<file path="src/rtl/mcj_decode_map.svh">
/*
 conditional jump decoder constants: opcodes, field positions, widths, reset values.
 assumes 16-bit instruction words and a program counter of up to 16 bits.
*/
//
// Operation
// - a relative control-register jump whose selected bit matches the polarity loads the pc with the relative target.
// - the displacement is a 5-bit two's complement field ranging from -16 to 15.
// - the relative target is the address of the jump instruction plus the sign-extended displacement.
// - the 4-bit control select field picks bit 0 to bit 15 of the 16-bit control word by its binary value.
// - the control word tested is the executing core's own control register (0x101, 0x102, 0x121, 0x122).
// - polarity 0 makes a 0 on the selected bit or feedback active, polarity 1 makes a 1 active.
// - an absolute feedback jump whose feedback matches takes the next address from the chosen jump register.
// - feedback codes 0 to 9 are high-side 1 to 5 drain then source, codes 10 to 15 are low-side 1 to 6 drain.
// - absolute feedback jump: bits 15:10 = 001110, select 9:6, polarity 5, jump register 4, bits 3:0 = 0100.
// - a relative feedback jump whose feedback matches loads the pc with the relative target.
// - relative feedback jump: bits 15:10 = 000101, select 9:6, polarity 5, displacement 4:0.
`ifndef MCJ_DECODE_MAP_SVH
`define MCJ_DECODE_MAP_SVH

`define MCJ_OPC_HI 15
`define MCJ_OPC_LO 10
`define MCJ_SEL_HI 9
`define MCJ_SEL_LO 6
`define MCJ_POL_BIT 5
`define MCJ_JREG_BIT 4
`define MCJ_TAIL_HI 3
`define MCJ_TAIL_LO 0
`define MCJ_DISP_HI 4
`define MCJ_DISP_LO 0

`define MCJ_OPC_FB_ABS 6'h0E
`define MCJ_TAIL_FB_ABS 4'h4
`define MCJ_OPC_FB_REL 6'h05
`define MCJ_OPC_CR_REL 6'h06

`define MCJ_PC_RST 16'h0000
`define MCJ_PC_STEP 16'h0001

`endif

</file>
<file path="src/rtl/mcj_decode_pkg.sv">
/*
 types for the conditional jump decoder.
 assumes the map header is compiled alongside.
*/
package mcj_decode_pkg;
	typedef enum logic [3:0] {
		MCJ_NONE = 4'h1,
		MCJ_CR_REL = 4'h2,
		MCJ_FB_ABS = 4'h4,
		MCJ_FB_REL = 4'h8
	} mcj_kind_t;

	typedef struct packed {
		logic [3:0] sel;
		logic pol;
		logic jreg;
		logic [4:0] disp;
	} mcj_fields_t;

	typedef struct packed {
		logic taken;
		logic is_jump;
		logic [15:0] next_pc;
	} mcj_branch_t;
endpackage

</file>
<file path="src/rtl/mcj_decode.sv">
/*
 conditional jump decoder for a solenoid microcore: control-register relative jump,
 feedback absolute and relative jumps, plus program counter update.
 assumes a one-word-per-cycle fetch: instr is valid with instr_valid and belongs
 to the address on core_program_counter; other opcodes step the pc.
 assumes the owner of the other jump kinds drives pc_load for them; a load wins
 over any decoded jump in the same cycle and clears both flags.
 assumes feedback_bus carries the comparators in feedback select order and that
 core_control_word is the executing core's own register, never the other core's.
*/
`timescale 1ns/100ps
`include "mcj_decode_map.svh"
module mcj_decode #(
	parameter int PC_W = 12,
	parameter int NUM_JREG = 2
) (
	input wire logic mclk, // core clock, 25 MHz
	input wire logic rst, // synchronous reset, active high
	input wire logic instr_valid, // instr holds a word to execute
	input wire logic [15:0] instr, // fetched instruction
	input wire logic [15:0] core_control_word, // this core's own control register
	input wire logic [15:0] feedback_bus, // feedback comparators, select order
	input wire logic [NUM_JREG*PC_W-1:0] jump_target_regs, // jump registers, 0 lowest
	input wire logic pc_load, // external load of the pc (other jumps)
	input wire logic [PC_W-1:0] pc_load_value, // value for pc_load
	output logic [PC_W-1:0] core_program_counter, // address of instr
	output logic jump_taken, // a decoded jump branched last cycle
	output logic jump_seen // a decoded jump executed last cycle
);
	localparam int OPC_W = `MCJ_OPC_HI - `MCJ_OPC_LO + 1;
	localparam int SEL_W = `MCJ_SEL_HI - `MCJ_SEL_LO + 1;
	localparam int TAIL_W = `MCJ_TAIL_HI - `MCJ_TAIL_LO + 1;
	localparam int DISP_W = `MCJ_DISP_HI - `MCJ_DISP_LO + 1;
	localparam int PC_MAX_W = $bits(mcj_decode_pkg::mcj_branch_t) - 2;
	localparam int HS_N = 5;
	localparam int LS_N = 6;

	// refuse widths and field maps that the datapath below cannot serve
	initial begin
		if (PC_W < DISP_W || PC_W > PC_MAX_W) begin
			$error("PC_W out of range");
		end
		if (NUM_JREG != 2) begin
			$error("jump register operand is one bit");
		end
		if (OPC_W != 6) begin
			$error("opcode field must be six bits");
		end
		if (SEL_W != 4) begin
			$error("select field must be four bits");
		end
		if (TAIL_W != 4) begin
			$error("tail field must be four bits");
		end
		if (DISP_W != 5) begin
			$error("displacement field must be five bits");
		end
		if (`MCJ_OPC_HI != 15) begin
			$error("opcode must sit at the top of the word");
		end
		if (`MCJ_TAIL_LO != 0 || `MCJ_DISP_LO != 0) begin
			$error("tail and displacement must start at bit zero");
		end
		if (`MCJ_SEL_LO <= `MCJ_POL_BIT) begin
			$error("select field overlaps polarity");
		end
		if (`MCJ_POL_BIT <= `MCJ_JREG_BIT) begin
			$error("polarity overlaps jump register select");
		end
		if (`MCJ_DISP_HI >= `MCJ_POL_BIT) begin
			$error("displacement overlaps polarity");
		end
		if (`MCJ_JREG_BIT <= `MCJ_TAIL_HI) begin
			$error("jump register select overlaps tail");
		end
		if (2 * HS_N + LS_N != 16) begin
			$error("feedback groups must fill the select range");
		end
		if (`MCJ_PC_STEP == 0) begin
			$error("pc step must advance");
		end
	end

	// field decode
	wire [5:0] opc = instr[`MCJ_OPC_HI:`MCJ_OPC_LO];
	wire [3:0] tail = instr[`MCJ_TAIL_HI:`MCJ_TAIL_LO];
	mcj_decode_pkg::mcj_fields_t fld;
	assign fld.sel = instr[`MCJ_SEL_HI:`MCJ_SEL_LO];
	assign fld.pol = instr[`MCJ_POL_BIT];
	assign fld.jreg = instr[`MCJ_JREG_BIT];
	assign fld.disp = instr[`MCJ_DISP_HI:`MCJ_DISP_LO];

	wire is_fb_abs = (opc == `MCJ_OPC_FB_ABS) && (tail == `MCJ_TAIL_FB_ABS);
	wire is_fb_rel = (opc == `MCJ_OPC_FB_REL);
	wire is_cr_rel = (opc == `MCJ_OPC_CR_REL);

	mcj_decode_pkg::mcj_kind_t kind;
	assign kind = !instr_valid ? mcj_decode_pkg::MCJ_NONE :
		is_fb_abs ? mcj_decode_pkg::MCJ_FB_ABS :
		is_fb_rel ? mcj_decode_pkg::MCJ_FB_REL :
		is_cr_rel ? mcj_decode_pkg::MCJ_CR_REL : mcj_decode_pkg::MCJ_NONE;

	// condition tests; control word is the executing core's own one
	wire cr_hit;
	wire fb_hit;
	mcj_cond_select #(.WIDTH(16)) u_cr_sel (
		.word(core_control_word),
		.sel(fld.sel),
		.pol(fld.pol),
		.hit(cr_hit)
	);
	// feedback codes: high-side drivers interleave drain and source on codes 0..9,
	// low-side drain feedback follows on codes 10..15; named groups keep it readable
	wire [HS_N-1:0] high_side_drain_fb;
	wire [HS_N-1:0] high_side_source_fb;
	wire [LS_N-1:0] low_side_drain_fb;
	wire [15:0] fb_ordered;

	for (genvar i = 0; i < HS_N; i++) begin : g_hs
		assign high_side_drain_fb[i] = feedback_bus[2*i];
		assign high_side_source_fb[i] = feedback_bus[2*i+1];
		assign fb_ordered[2*i] = high_side_drain_fb[i];
		assign fb_ordered[2*i+1] = high_side_source_fb[i];
	end

	for (genvar j = 0; j < LS_N; j++) begin : g_ls
		assign low_side_drain_fb[j] = feedback_bus[2*HS_N+j];
		assign fb_ordered[2*HS_N+j] = low_side_drain_fb[j];
	end

	mcj_cond_select #(.WIDTH(16)) u_fb_sel (
		.word(fb_ordered),
		.sel(fld.sel),
		.pol(fld.pol),
		.hit(fb_hit)
	);

	// relative target: own address plus sign-extended displacement;
	// the sum wraps modulo the pc width, so a backward jump past address 0 lands at the top
	wire [PC_W-1:0] disp_ext = PC_W'($signed(fld.disp));
	wire [PC_W-1:0] rel_target = core_program_counter + disp_ext;

	// jump register select is one bit, so NUM_JREG is pinned at two
	wire [PC_W-1:0] abs_target = jump_target_regs[fld.jreg*PC_W +: PC_W];

	// the step constant is 16 bits wide; only the low pc bits are kept on purpose
	wire [PC_W-1:0] seq_pc = PC_W'(core_program_counter + `MCJ_PC_STEP);

	mcj_decode_pkg::mcj_branch_t br;
	always_comb begin
		br.taken = 1'b0;
		br.is_jump = 1'b1;
		br.next_pc = 16'(seq_pc);
		case (kind)
			mcj_decode_pkg::MCJ_CR_REL: begin
				if (cr_hit) begin
					br.taken = 1'b1;
					br.next_pc = 16'(rel_target);
				end
			end
			mcj_decode_pkg::MCJ_FB_ABS: begin
				if (fb_hit) begin
					br.taken = 1'b1;
					br.next_pc = 16'(abs_target);
				end
			end
			mcj_decode_pkg::MCJ_FB_REL: begin
				if (fb_hit) begin
					br.taken = 1'b1;
					br.next_pc = 16'(rel_target);
				end
			end
			default: begin
				br.is_jump = 1'b0;
			end
		endcase
	end

	// external load has priority; wrap on overflow is intentional, code memory is circular
	wire [PC_W-1:0] pc_d = pc_load ? pc_load_value :
		instr_valid ? br.next_pc[PC_W-1:0] : core_program_counter;


	// flags describe the instruction just retired; a load discards that instruction
	wire taken_d = br.taken && !pc_load;
	wire seen_d = br.is_jump && !pc_load;

	always_ff @(posedge mclk) begin
		if (rst) begin
			core_program_counter <= PC_W'(`MCJ_PC_RST);
		end else begin
			core_program_counter <= pc_d;
		end
	end

	always_ff @(posedge mclk) begin
		if (rst) begin
			jump_taken <= 1'b0;
		end else begin
			jump_taken <= taken_d;
		end
	end

	always_ff @(posedge mclk) begin
		if (rst) begin
			jump_seen <= 1'b0;
		end else begin
			jump_seen <= seen_d;
		end
	end
endmodule

</file>
<file path="src/rtl/mcj_cond_select.sv">
/*
 condition selector: picks one bit of a word and tests it against a polarity.
 assumes the select value is within the word.
*/
`timescale 1ns/100ps
module mcj_cond_select #(
	parameter int WIDTH = 16
) (
	input wire logic [WIDTH-1:0] word, // candidate bits
	input wire logic [$clog2(WIDTH)-1:0] sel, // bit index
	input wire logic pol, // active level
	output logic hit // selected bit equals polarity
);
	initial begin
		if (WIDTH < 2) begin
			$error("WIDTH too small");
		end
	end

	wire picked = word[sel];
	assign hit = (picked == pol);
endmodule

</file>
<file path="config.mk">
export PLATFORM = sky130hd
export DESIGN_NAME = mcj_decode
export DESIGN_NICKNAME = d
export VERILOG_FILES = /design/src/rtl/mcj_decode_pkg.sv /design/src/rtl/mcj_decode.sv /design/src/rtl/mcj_cond_select.sv
export VERILOG_INCLUDE_DIRS = /design/src /design/src/rtl
export SDC_FILE = /design/constraint.sdc
export NUM_CORES = 1
export LEC_CHECK = 0
export BUFFER_PORTS_ARGS = -buffer_cell sky130_fd_sc_hd__buf_2
export CAP_MARGIN = 20
export CORE_ASPECT_RATIO = 2
export CORE_MARGIN = 1
export CORE_UTILIZATION = 45
export CTS_CLUSTER_DIAMETER = 30
export DETAILED_ROUTE_END_ITERATION = 10
export GPL_TIMING_DRIVEN = 0
export PLACE_DENSITY = 0.77
export SLEW_MARGIN = 5
export SYNTH_ARGS = -nofsm -noshare
export SYNTH_HDL_FRONTEND = slang
export SYNTH_HIERARCHICAL = 1
export SYNTH_SLANG_ARGS = --single-unit
</file>
<file path="constraint.sdc">
create_clock -name mclk -period 3.3 [get_ports mclk]
set_input_delay 0.495 -clock mclk [delete_from_list [all_inputs] [get_ports mclk]]
set_output_delay 0.495 -clock mclk [all_outputs]
set_load 0.01 [all_outputs]
</file>
---- After elaboration in Yosys (flattened, before gate mapping) ----
Index checks and enable logic that the tools add are counted.
word-level totals
  bits in latches ......................... 0
  word-level logic and storage cells ...... 42
  output and inout bits ................... 14
  register bits after elaboration ......... 14
  bits in writable memories ............... 0
  bits of input ports ..................... 88
  ROM bits ................................ 0
  memories ................................ 0
cells by class
  $mul .................................... 1
  bitwise gates (word level) .............. 0
  $add $sub $neg .......................... 2
  order comparisons ....................... 1
  equality and inequality tests ........... 9
  divide/modulo/power cells ............... 0
  shift operators ......................... 1
  mux-type cells .......................... 18
  reductions and logical operators ........ 7
operator list
  kind                                                 count
  two-way mux 12 bit                                   5
  case mux 12 bit (3 select lines)                     1
  indexed part select 24 x 6 -> 12 bit                 1
  adder 12 x 1 -> 12 bit, second input constant        1
  adder 12 bit                                         1
  equality test 6 x 3 -> 1 bit, second input constant  2
  two-way mux 4 bit                                    3
  binary-select mux 1 bit (select 4 bit)               2
  equality test 4 x 3 -> 1 bit, second input constant  2
  equality test 6 x 4 -> 1 bit, second input constant  1
  < comparator 4 x 5 -> 1 bit, second input constant   1
  two-way mux 1 bit                                    5
  equality test 4 x 2 -> 1 bit, second input constant  1
  equality test 4 bit, second input constant           1
  logical AND 1 bit                                    3
  multiplier 1 x 2 -> 3 bit, second input constant     1
  OR reduction 3 bit                                   1
  equality test 1 bit                                  2
  two-way mux 2 bit                                    1
  case mux 1 bit (2 select lines)                      1
  nonzero test 2 bit                                   1
  OR reduction 2 bit                                   1
  logical NOT 1 bit                                    1

---- Logic depth before layout (Yosys ltp) ----
  depth in word-level cells ............... 9
  depth in mapped cells ................... 9
  depth with buffers taken out ............ 8

---- Cells and area by module ----
The synthesis kept the hierarchy.
by module, submodules not included
  module           area an instance (um^2)  cells an instance  times used  seq. area each (um^2)
  mcj_decode       1,975.6                  250                1           280.3
  mcj_cond_select  136.4                    6                  2           0.0

---- Worst setup path after synthesis ----
No wires, ideal clock.
  path type ............................... input to register
  start point ............................. input instr[9]
  end point ............................... register core_program_counter[10]
  setup slack ............................. 0.429 ns
  data arrival time ....................... 2.754 ns
  stages on the path ...................... 9
  data required time ...................... 3.183 ns
  path buffers ............................ 1
  setup time .............................. 0.117 ns
  path through ............................ mux4_1 > mux4_2 > xnor2_1 > clkbuf_1 > nor3b_1 > o211ai_2 > o21ai_0 > a211o_1 > o22a_1
between the ends
  cells in the longest elaborated chain, start to end .. 7
  elaborated cells between the ends (all ways) .. 12
  those cells by class .................... eq/ne (2); mux (10)
RTL lines
  element                                       line                                  text
  start, declared                               mcj_decode.sv:20                      input wire logic [15:0] instr,
  binary-select mux 1 bit (select 4 bit) *      mcj_cond_select.sv:20                 wire picked = word[sel];
  two-way mux 1 bit (not written as such) *     mcj_cond_select.sv:20
  equality test 1 bit *                         mcj_cond_select.sv:21                 assign hit = (picked == pol);
  via fb_hit                                    mcj_decode.sv:105                     wire fb_hit;
  two-way mux 12 bit, on equally long branches  mcj_decode.sv:168, mcj_decode.sv:162
  case mux 12 bit (3 select lines) *            mcj_decode.sv:154                     case (kind)
  two-way mux 12 bit *                          mcj_decode.sv:181                     instr_valid ? br.next_pc[PC_W-1:0] : core_program_counter;
  two-way mux 12 bit *                          mcj_decode.sv:180                     wire [PC_W-1:0] pc_d = pc_load ? pc_load_value :
  end signal, assigned                          mcj_decode.sv:190                     core_program_counter <= PC_W'(`MCJ_PC_RST);
  end signal, assigned                          mcj_decode.sv:192                     core_program_counter <= pc_d;
  end, declared                                 mcj_decode.sv:26                      output logic [PC_W-1:0] core_program_counter,
The timed path passes the listed nets; every way through them passes the cells marked *. The select of a mux whose other input is x is not followed.
A chain may end at the register's enable or synchronous reset.

---- Worst setup path in the final report ----
  start point ............................. input instr[8]
  end point ............................... register core_program_counter[11]
The elaborated chain is that of the path after synthesis.

==> results.cfg <==
[power]
cellLeakagePower_nw = 1.30
max-vdd-ir-drop_uv = 191
power_density_nw_per_um2 = 246
report.power.total_mw = 0.709

[worst_setup_path]
critical_path_class = primary input to flip-flop
crit_arrival_ns = 3.23
crit_path_end_kind = flip-flop
path_max_fanout = 9
worst_setup_path_start_kind = primary input
critPathRequiredTime_ns = 3.45

[clock_network]
clock_sink_count = 14
number_of_buffers_created_by_cts = 3
htree_num_levels = 1
cts_tree = yes
clkTransAtPathRegs_ns = 0.07
ctsRootBufferMaster = sky130_fd_sc_hd__clkbuf_8
ctsLongestPathBuffers = 2
clk-insertion-delay-late_ns = 0.27

[final_layout]
syn_to_final_growth_pct = 28.3
num-fill-cells = 445
final_net_count = 469
drive_above_1_share = 0.368
insertedDiodeCount = 0
layout.cell_area.non_filler_um2 = 2880

[logic_synthesis]
post_synth_fa_ha_maj_area_fraction = 0.0757
dominant_combinational_cell_family_by_area_after_synthesis = compound AO/OA/AOI/OAI gates
synth-seq-cells = 14
synth-compound-area-share = 0.284
post_synth_inst_count = 262
async_flop_share = 0
distinct_cells_synth = 59
synth_top_cell_area_share = 0.125
synth_edf_count = 0
synth_seq_area_share = 0.125
yosys_warnings = 6
share_of_cell_area_taken_by_muxes_after_synthesis = 0.177
syn-cell-area_um2 = 2250
post_synth.cell_area_avg_um2 = 8.58
area_share_of_xor_xnor_cells_in_the_synthesized_design = 0.0662
synth.largest_area_cell = sky130_fd_sc_hd__dfxtp_1
synthSimpleGateAreaFrac = 0.234
synth-main-ff-cell = sky130_fd_sc_hd__dfxtp_1
postSynthNetCount = 363
synth_area_leaders = sky130_fd_sc_hd__dfxtp_1 12%, sky130_fd_sc_hd__mux4_1 9.3%, sky130_fd_sc_hd__ha_1 6.7%

[placement]
buffer_ports.inserted = 100
hpwl_um = 6040
gp_congestion = 1.02
dpl_cell_area_um2 = 2820

[route]
vias = 2648
highest_layer = met4
met2RoutedLength_um = 4200
postRouteAntennaNets = 0
wl_per_cell_um = 17.5
drt_pre_antenna_iters = 4
length_of_routed_met3_wiring_um = 463
routed_via_density = 6.25
post-route-drc-count = 0
wl_um = 7420
drt-met1-wl_um = 2440
first_iter_violations = 82

[timing]
grt_setup_unrepaired = false
timing.slew.headroom = 0.624
timing.hold.ws_ns = 0.433
setup_viol_count_final = 0
final.setup_skew_ns = 0.00560
min_period_over_period = 0.935
timing.final.hold_violations = 0
slew_of_the_pin_with_the_lowest_slew_margin_ns = 0.564
maxSlewViolCount = 0
finalCriticalPeriod_ns = 3.08
achievable-frequency_mhz = 324

[global_routing]
grt_start_max_net_pins = 12
first_global_vias = 2676
global_route.overflow_total = 0
track_usage = 0.305
first_pass_grt_wire_length_um = 12000
grt_antenna_before_repair = 0

[die]
design.portCount = 102
initial_utilization = 0.467
die_footprint_um2 = 5300
row_count = 36
fp.dieW_um = 52.0
die_height_um = 102
floorplan.core_area_um2 = 4820

[outcome]
run_status = finished clean

[worst_hold_path]
worst_hold_path_type = primary input to flip-flop

[run]
timing.max_cap.violations = 0
[final timing paths]
check	from	endpoint	slack, ns	depth (start not counted)
worst min register to register	core_program_counter[5]$_SDFFE_PP0P_	core_program_counter[5]$_SDFFE_PP0P_	0.68	2
worst max-delay path	instr[8]	core_program_counter[11]$_SDFFE_PP0P_	0.22	10
worst max register to register	core_program_counter[0]$_SDFFE_PP0P_	core_program_counter[8]$_SDFFE_PP0P_	0.98	7
worst min-delay path	pc_load_value[4]	core_program_counter[4]$_SDFFE_PP0P_	0.43	3
[metrics by stage]
stage / utilization / setup WS [ns] / TNS (ns) / instances
6_report: 0.598 / 0.216 / 0 / 424
2_1_floorplan: - / 0.429 / 0 / 262
5_1_grt: 0.598 / 0.0647 / 0 / 424
4_1_cts: 0.597 / 0.101 / 0 / 423
3_5_place_dp: 0.585 / -0.176 / -1.41 / 419
3_3_place_gp: 0.585 / -0.0987 / -0.485 / 419
[flip-flops by register name, summed over array words and instances (netlist names)]
register / cells
jump_taken: 1
jump_seen: 1
core_program_counter: 12
[worst max-delay path, cell delays in order]
cell and delay [ns]:
sky130_fd_sc_hd__buf_2 0.21, sky130_fd_sc_hd__mux4_1 0.60, sky130_fd_sc_hd__mux4_2 0.48, sky130_fd_sc_hd__xnor2_1 0.14, sky130_fd_sc_hd__clkbuf_2 0.17, sky130_fd_sc_hd__and3b_1 0.20
sky130_fd_sc_hd__o211a_2 0.35, sky130_fd_sc_hd__and2_1 0.19, sky130_fd_sc_hd__a211oi_1 0.26, sky130_fd_sc_hd__a31oi_1 0.12
[layout by cell type (no fill, tap or decap), types with 3 or more instances in the layout]
| master | n |
|---|---|
| sky130_fd_sc_hd__o31a_1 | 3 |
| sky130_fd_sc_hd__o211ai_1 | 3 |
| sky130_fd_sc_hd__o21ai_1 | 8 |
| sky130_fd_sc_hd__a221oi_2 | 6 |
| sky130_fd_sc_hd__or4_1 | 5 |
| sky130_fd_sc_hd__and4_1 | 3 |
| sky130_fd_sc_hd__a21o_1 | 3 |
| sky130_fd_sc_hd__mux4_1 | 8 |
| sky130_fd_sc_hd__a21oi_2 | 3 |
| sky130_fd_sc_hd__nor4_1 | 3 |
| sky130_fd_sc_hd__clkbuf_1 | 3 |
| sky130_fd_sc_hd__nand4_1 | 7 |
| sky130_fd_sc_hd__xnor2_1 | 13 |
| sky130_fd_sc_hd__ha_1 | 12 |
| sky130_fd_sc_hd__buf_2 | 105 |
| sky130_fd_sc_hd__nand3_1 | 10 |
| sky130_fd_sc_hd__nand2_1 | 14 |
| sky130_fd_sc_hd__o21a_1 | 4 |
| sky130_fd_sc_hd__clkbuf_8 | 4 |
| sky130_fd_sc_hd__nor3_1 | 6 |
| sky130_fd_sc_hd__mux2i_1 | 12 |
| sky130_fd_sc_hd__inv_1 | 4 |
| sky130_fd_sc_hd__a21oi_1 | 17 |
| sky130_fd_sc_hd__dfxtp_1 | 14 |
| sky130_fd_sc_hd__nor3b_1 | 8 |
| sky130_fd_sc_hd__nor2_1 | 17 |
| sky130_fd_sc_hd__a211oi_1 | 3 |
| sky130_fd_sc_hd__o21ai_0 | 19 |
| sky130_fd_sc_hd__xor2_1 | 4 |
[cells in the mapped netlist (4+ instances only)]
library cell,instances
sky130_fd_sc_hd__buf_2,5
sky130_fd_sc_hd__dfxtp_1,14
sky130_fd_sc_hd__o21ai_1,8
sky130_fd_sc_hd__ha_1,12
sky130_fd_sc_hd__inv_1,4
sky130_fd_sc_hd__nand2_1,14
sky130_fd_sc_hd__nand3_1,10
sky130_fd_sc_hd__xnor2_1,13
sky130_fd_sc_hd__a221oi_2,6
sky130_fd_sc_hd__or4_1,5
sky130_fd_sc_hd__o21ai_0,19
sky130_fd_sc_hd__mux2i_1,12
sky130_fd_sc_hd__mux4_1,8
sky130_fd_sc_hd__clkbuf_1,4
sky130_fd_sc_hd__nor3_1,6
sky130_fd_sc_hd__nor2_1,17
sky130_fd_sc_hd__o21a_1,4
sky130_fd_sc_hd__nand4_1,7
sky130_fd_sc_hd__xor2_1,4
sky130_fd_sc_hd__nor3b_1,8
sky130_fd_sc_hd__a21oi_1,17
[power by group]
group          total, mW  leakage [nW]  switching [mW]  internal (mW)
Clock              0.189        0.0288          0.0824          0.107
Sequential         0.197         0.115          0.0184          0.179
Combinational      0.323          1.15           0.164          0.159
Total              0.709          1.30           0.264          0.444
[metal layers]
| metal | vias up | global-route usage |
|---|---|---|
| met2 | 132 | 0.572 |
| met1 | 1228 | 0.299 |
| met3 | 24 | 0.0298 |
| li1 | 1264 | - |
| met4 | 0 | 0.200 |
| met5 | - | 0 |
[cells by family (layout without fill, tap and decap cells)]
family / after synthesis / count (layout)
multiplexers: 24 / 24
XOR/XNOR: 17 / 17
buffers and inverters: 16 / 121
AND/OR/NAND/NOR: 90 / 90
adder cells (fa/ha/maj): 13 / 13
flip-flops: 14 / 14
AO/OA/AOI/OAI: 88 / 88
[final cells by class]
class | instances | area [µm²] | area share
multi-input combinational | 232 | 1880 | 0.653
buffer | 12 | 71.3 | 0.0247
tap | 57 | 71.3 | 0.0247
inverter | 4 | 15.0 | 0.00521
timing repair buffer | 101 | 508 | 0.176
sequential | 14 | 280 | 0.0972
clock buffer | 4 | 55.1 | 0.0191
[repair_timing]
item	CTS	global route
hold buffers	0	0
gates resized for setup	0	2
setup endpoints to repair	0	11
setup buffers	0	1
No activity file was read; power rests on OpenSTA's default activity.
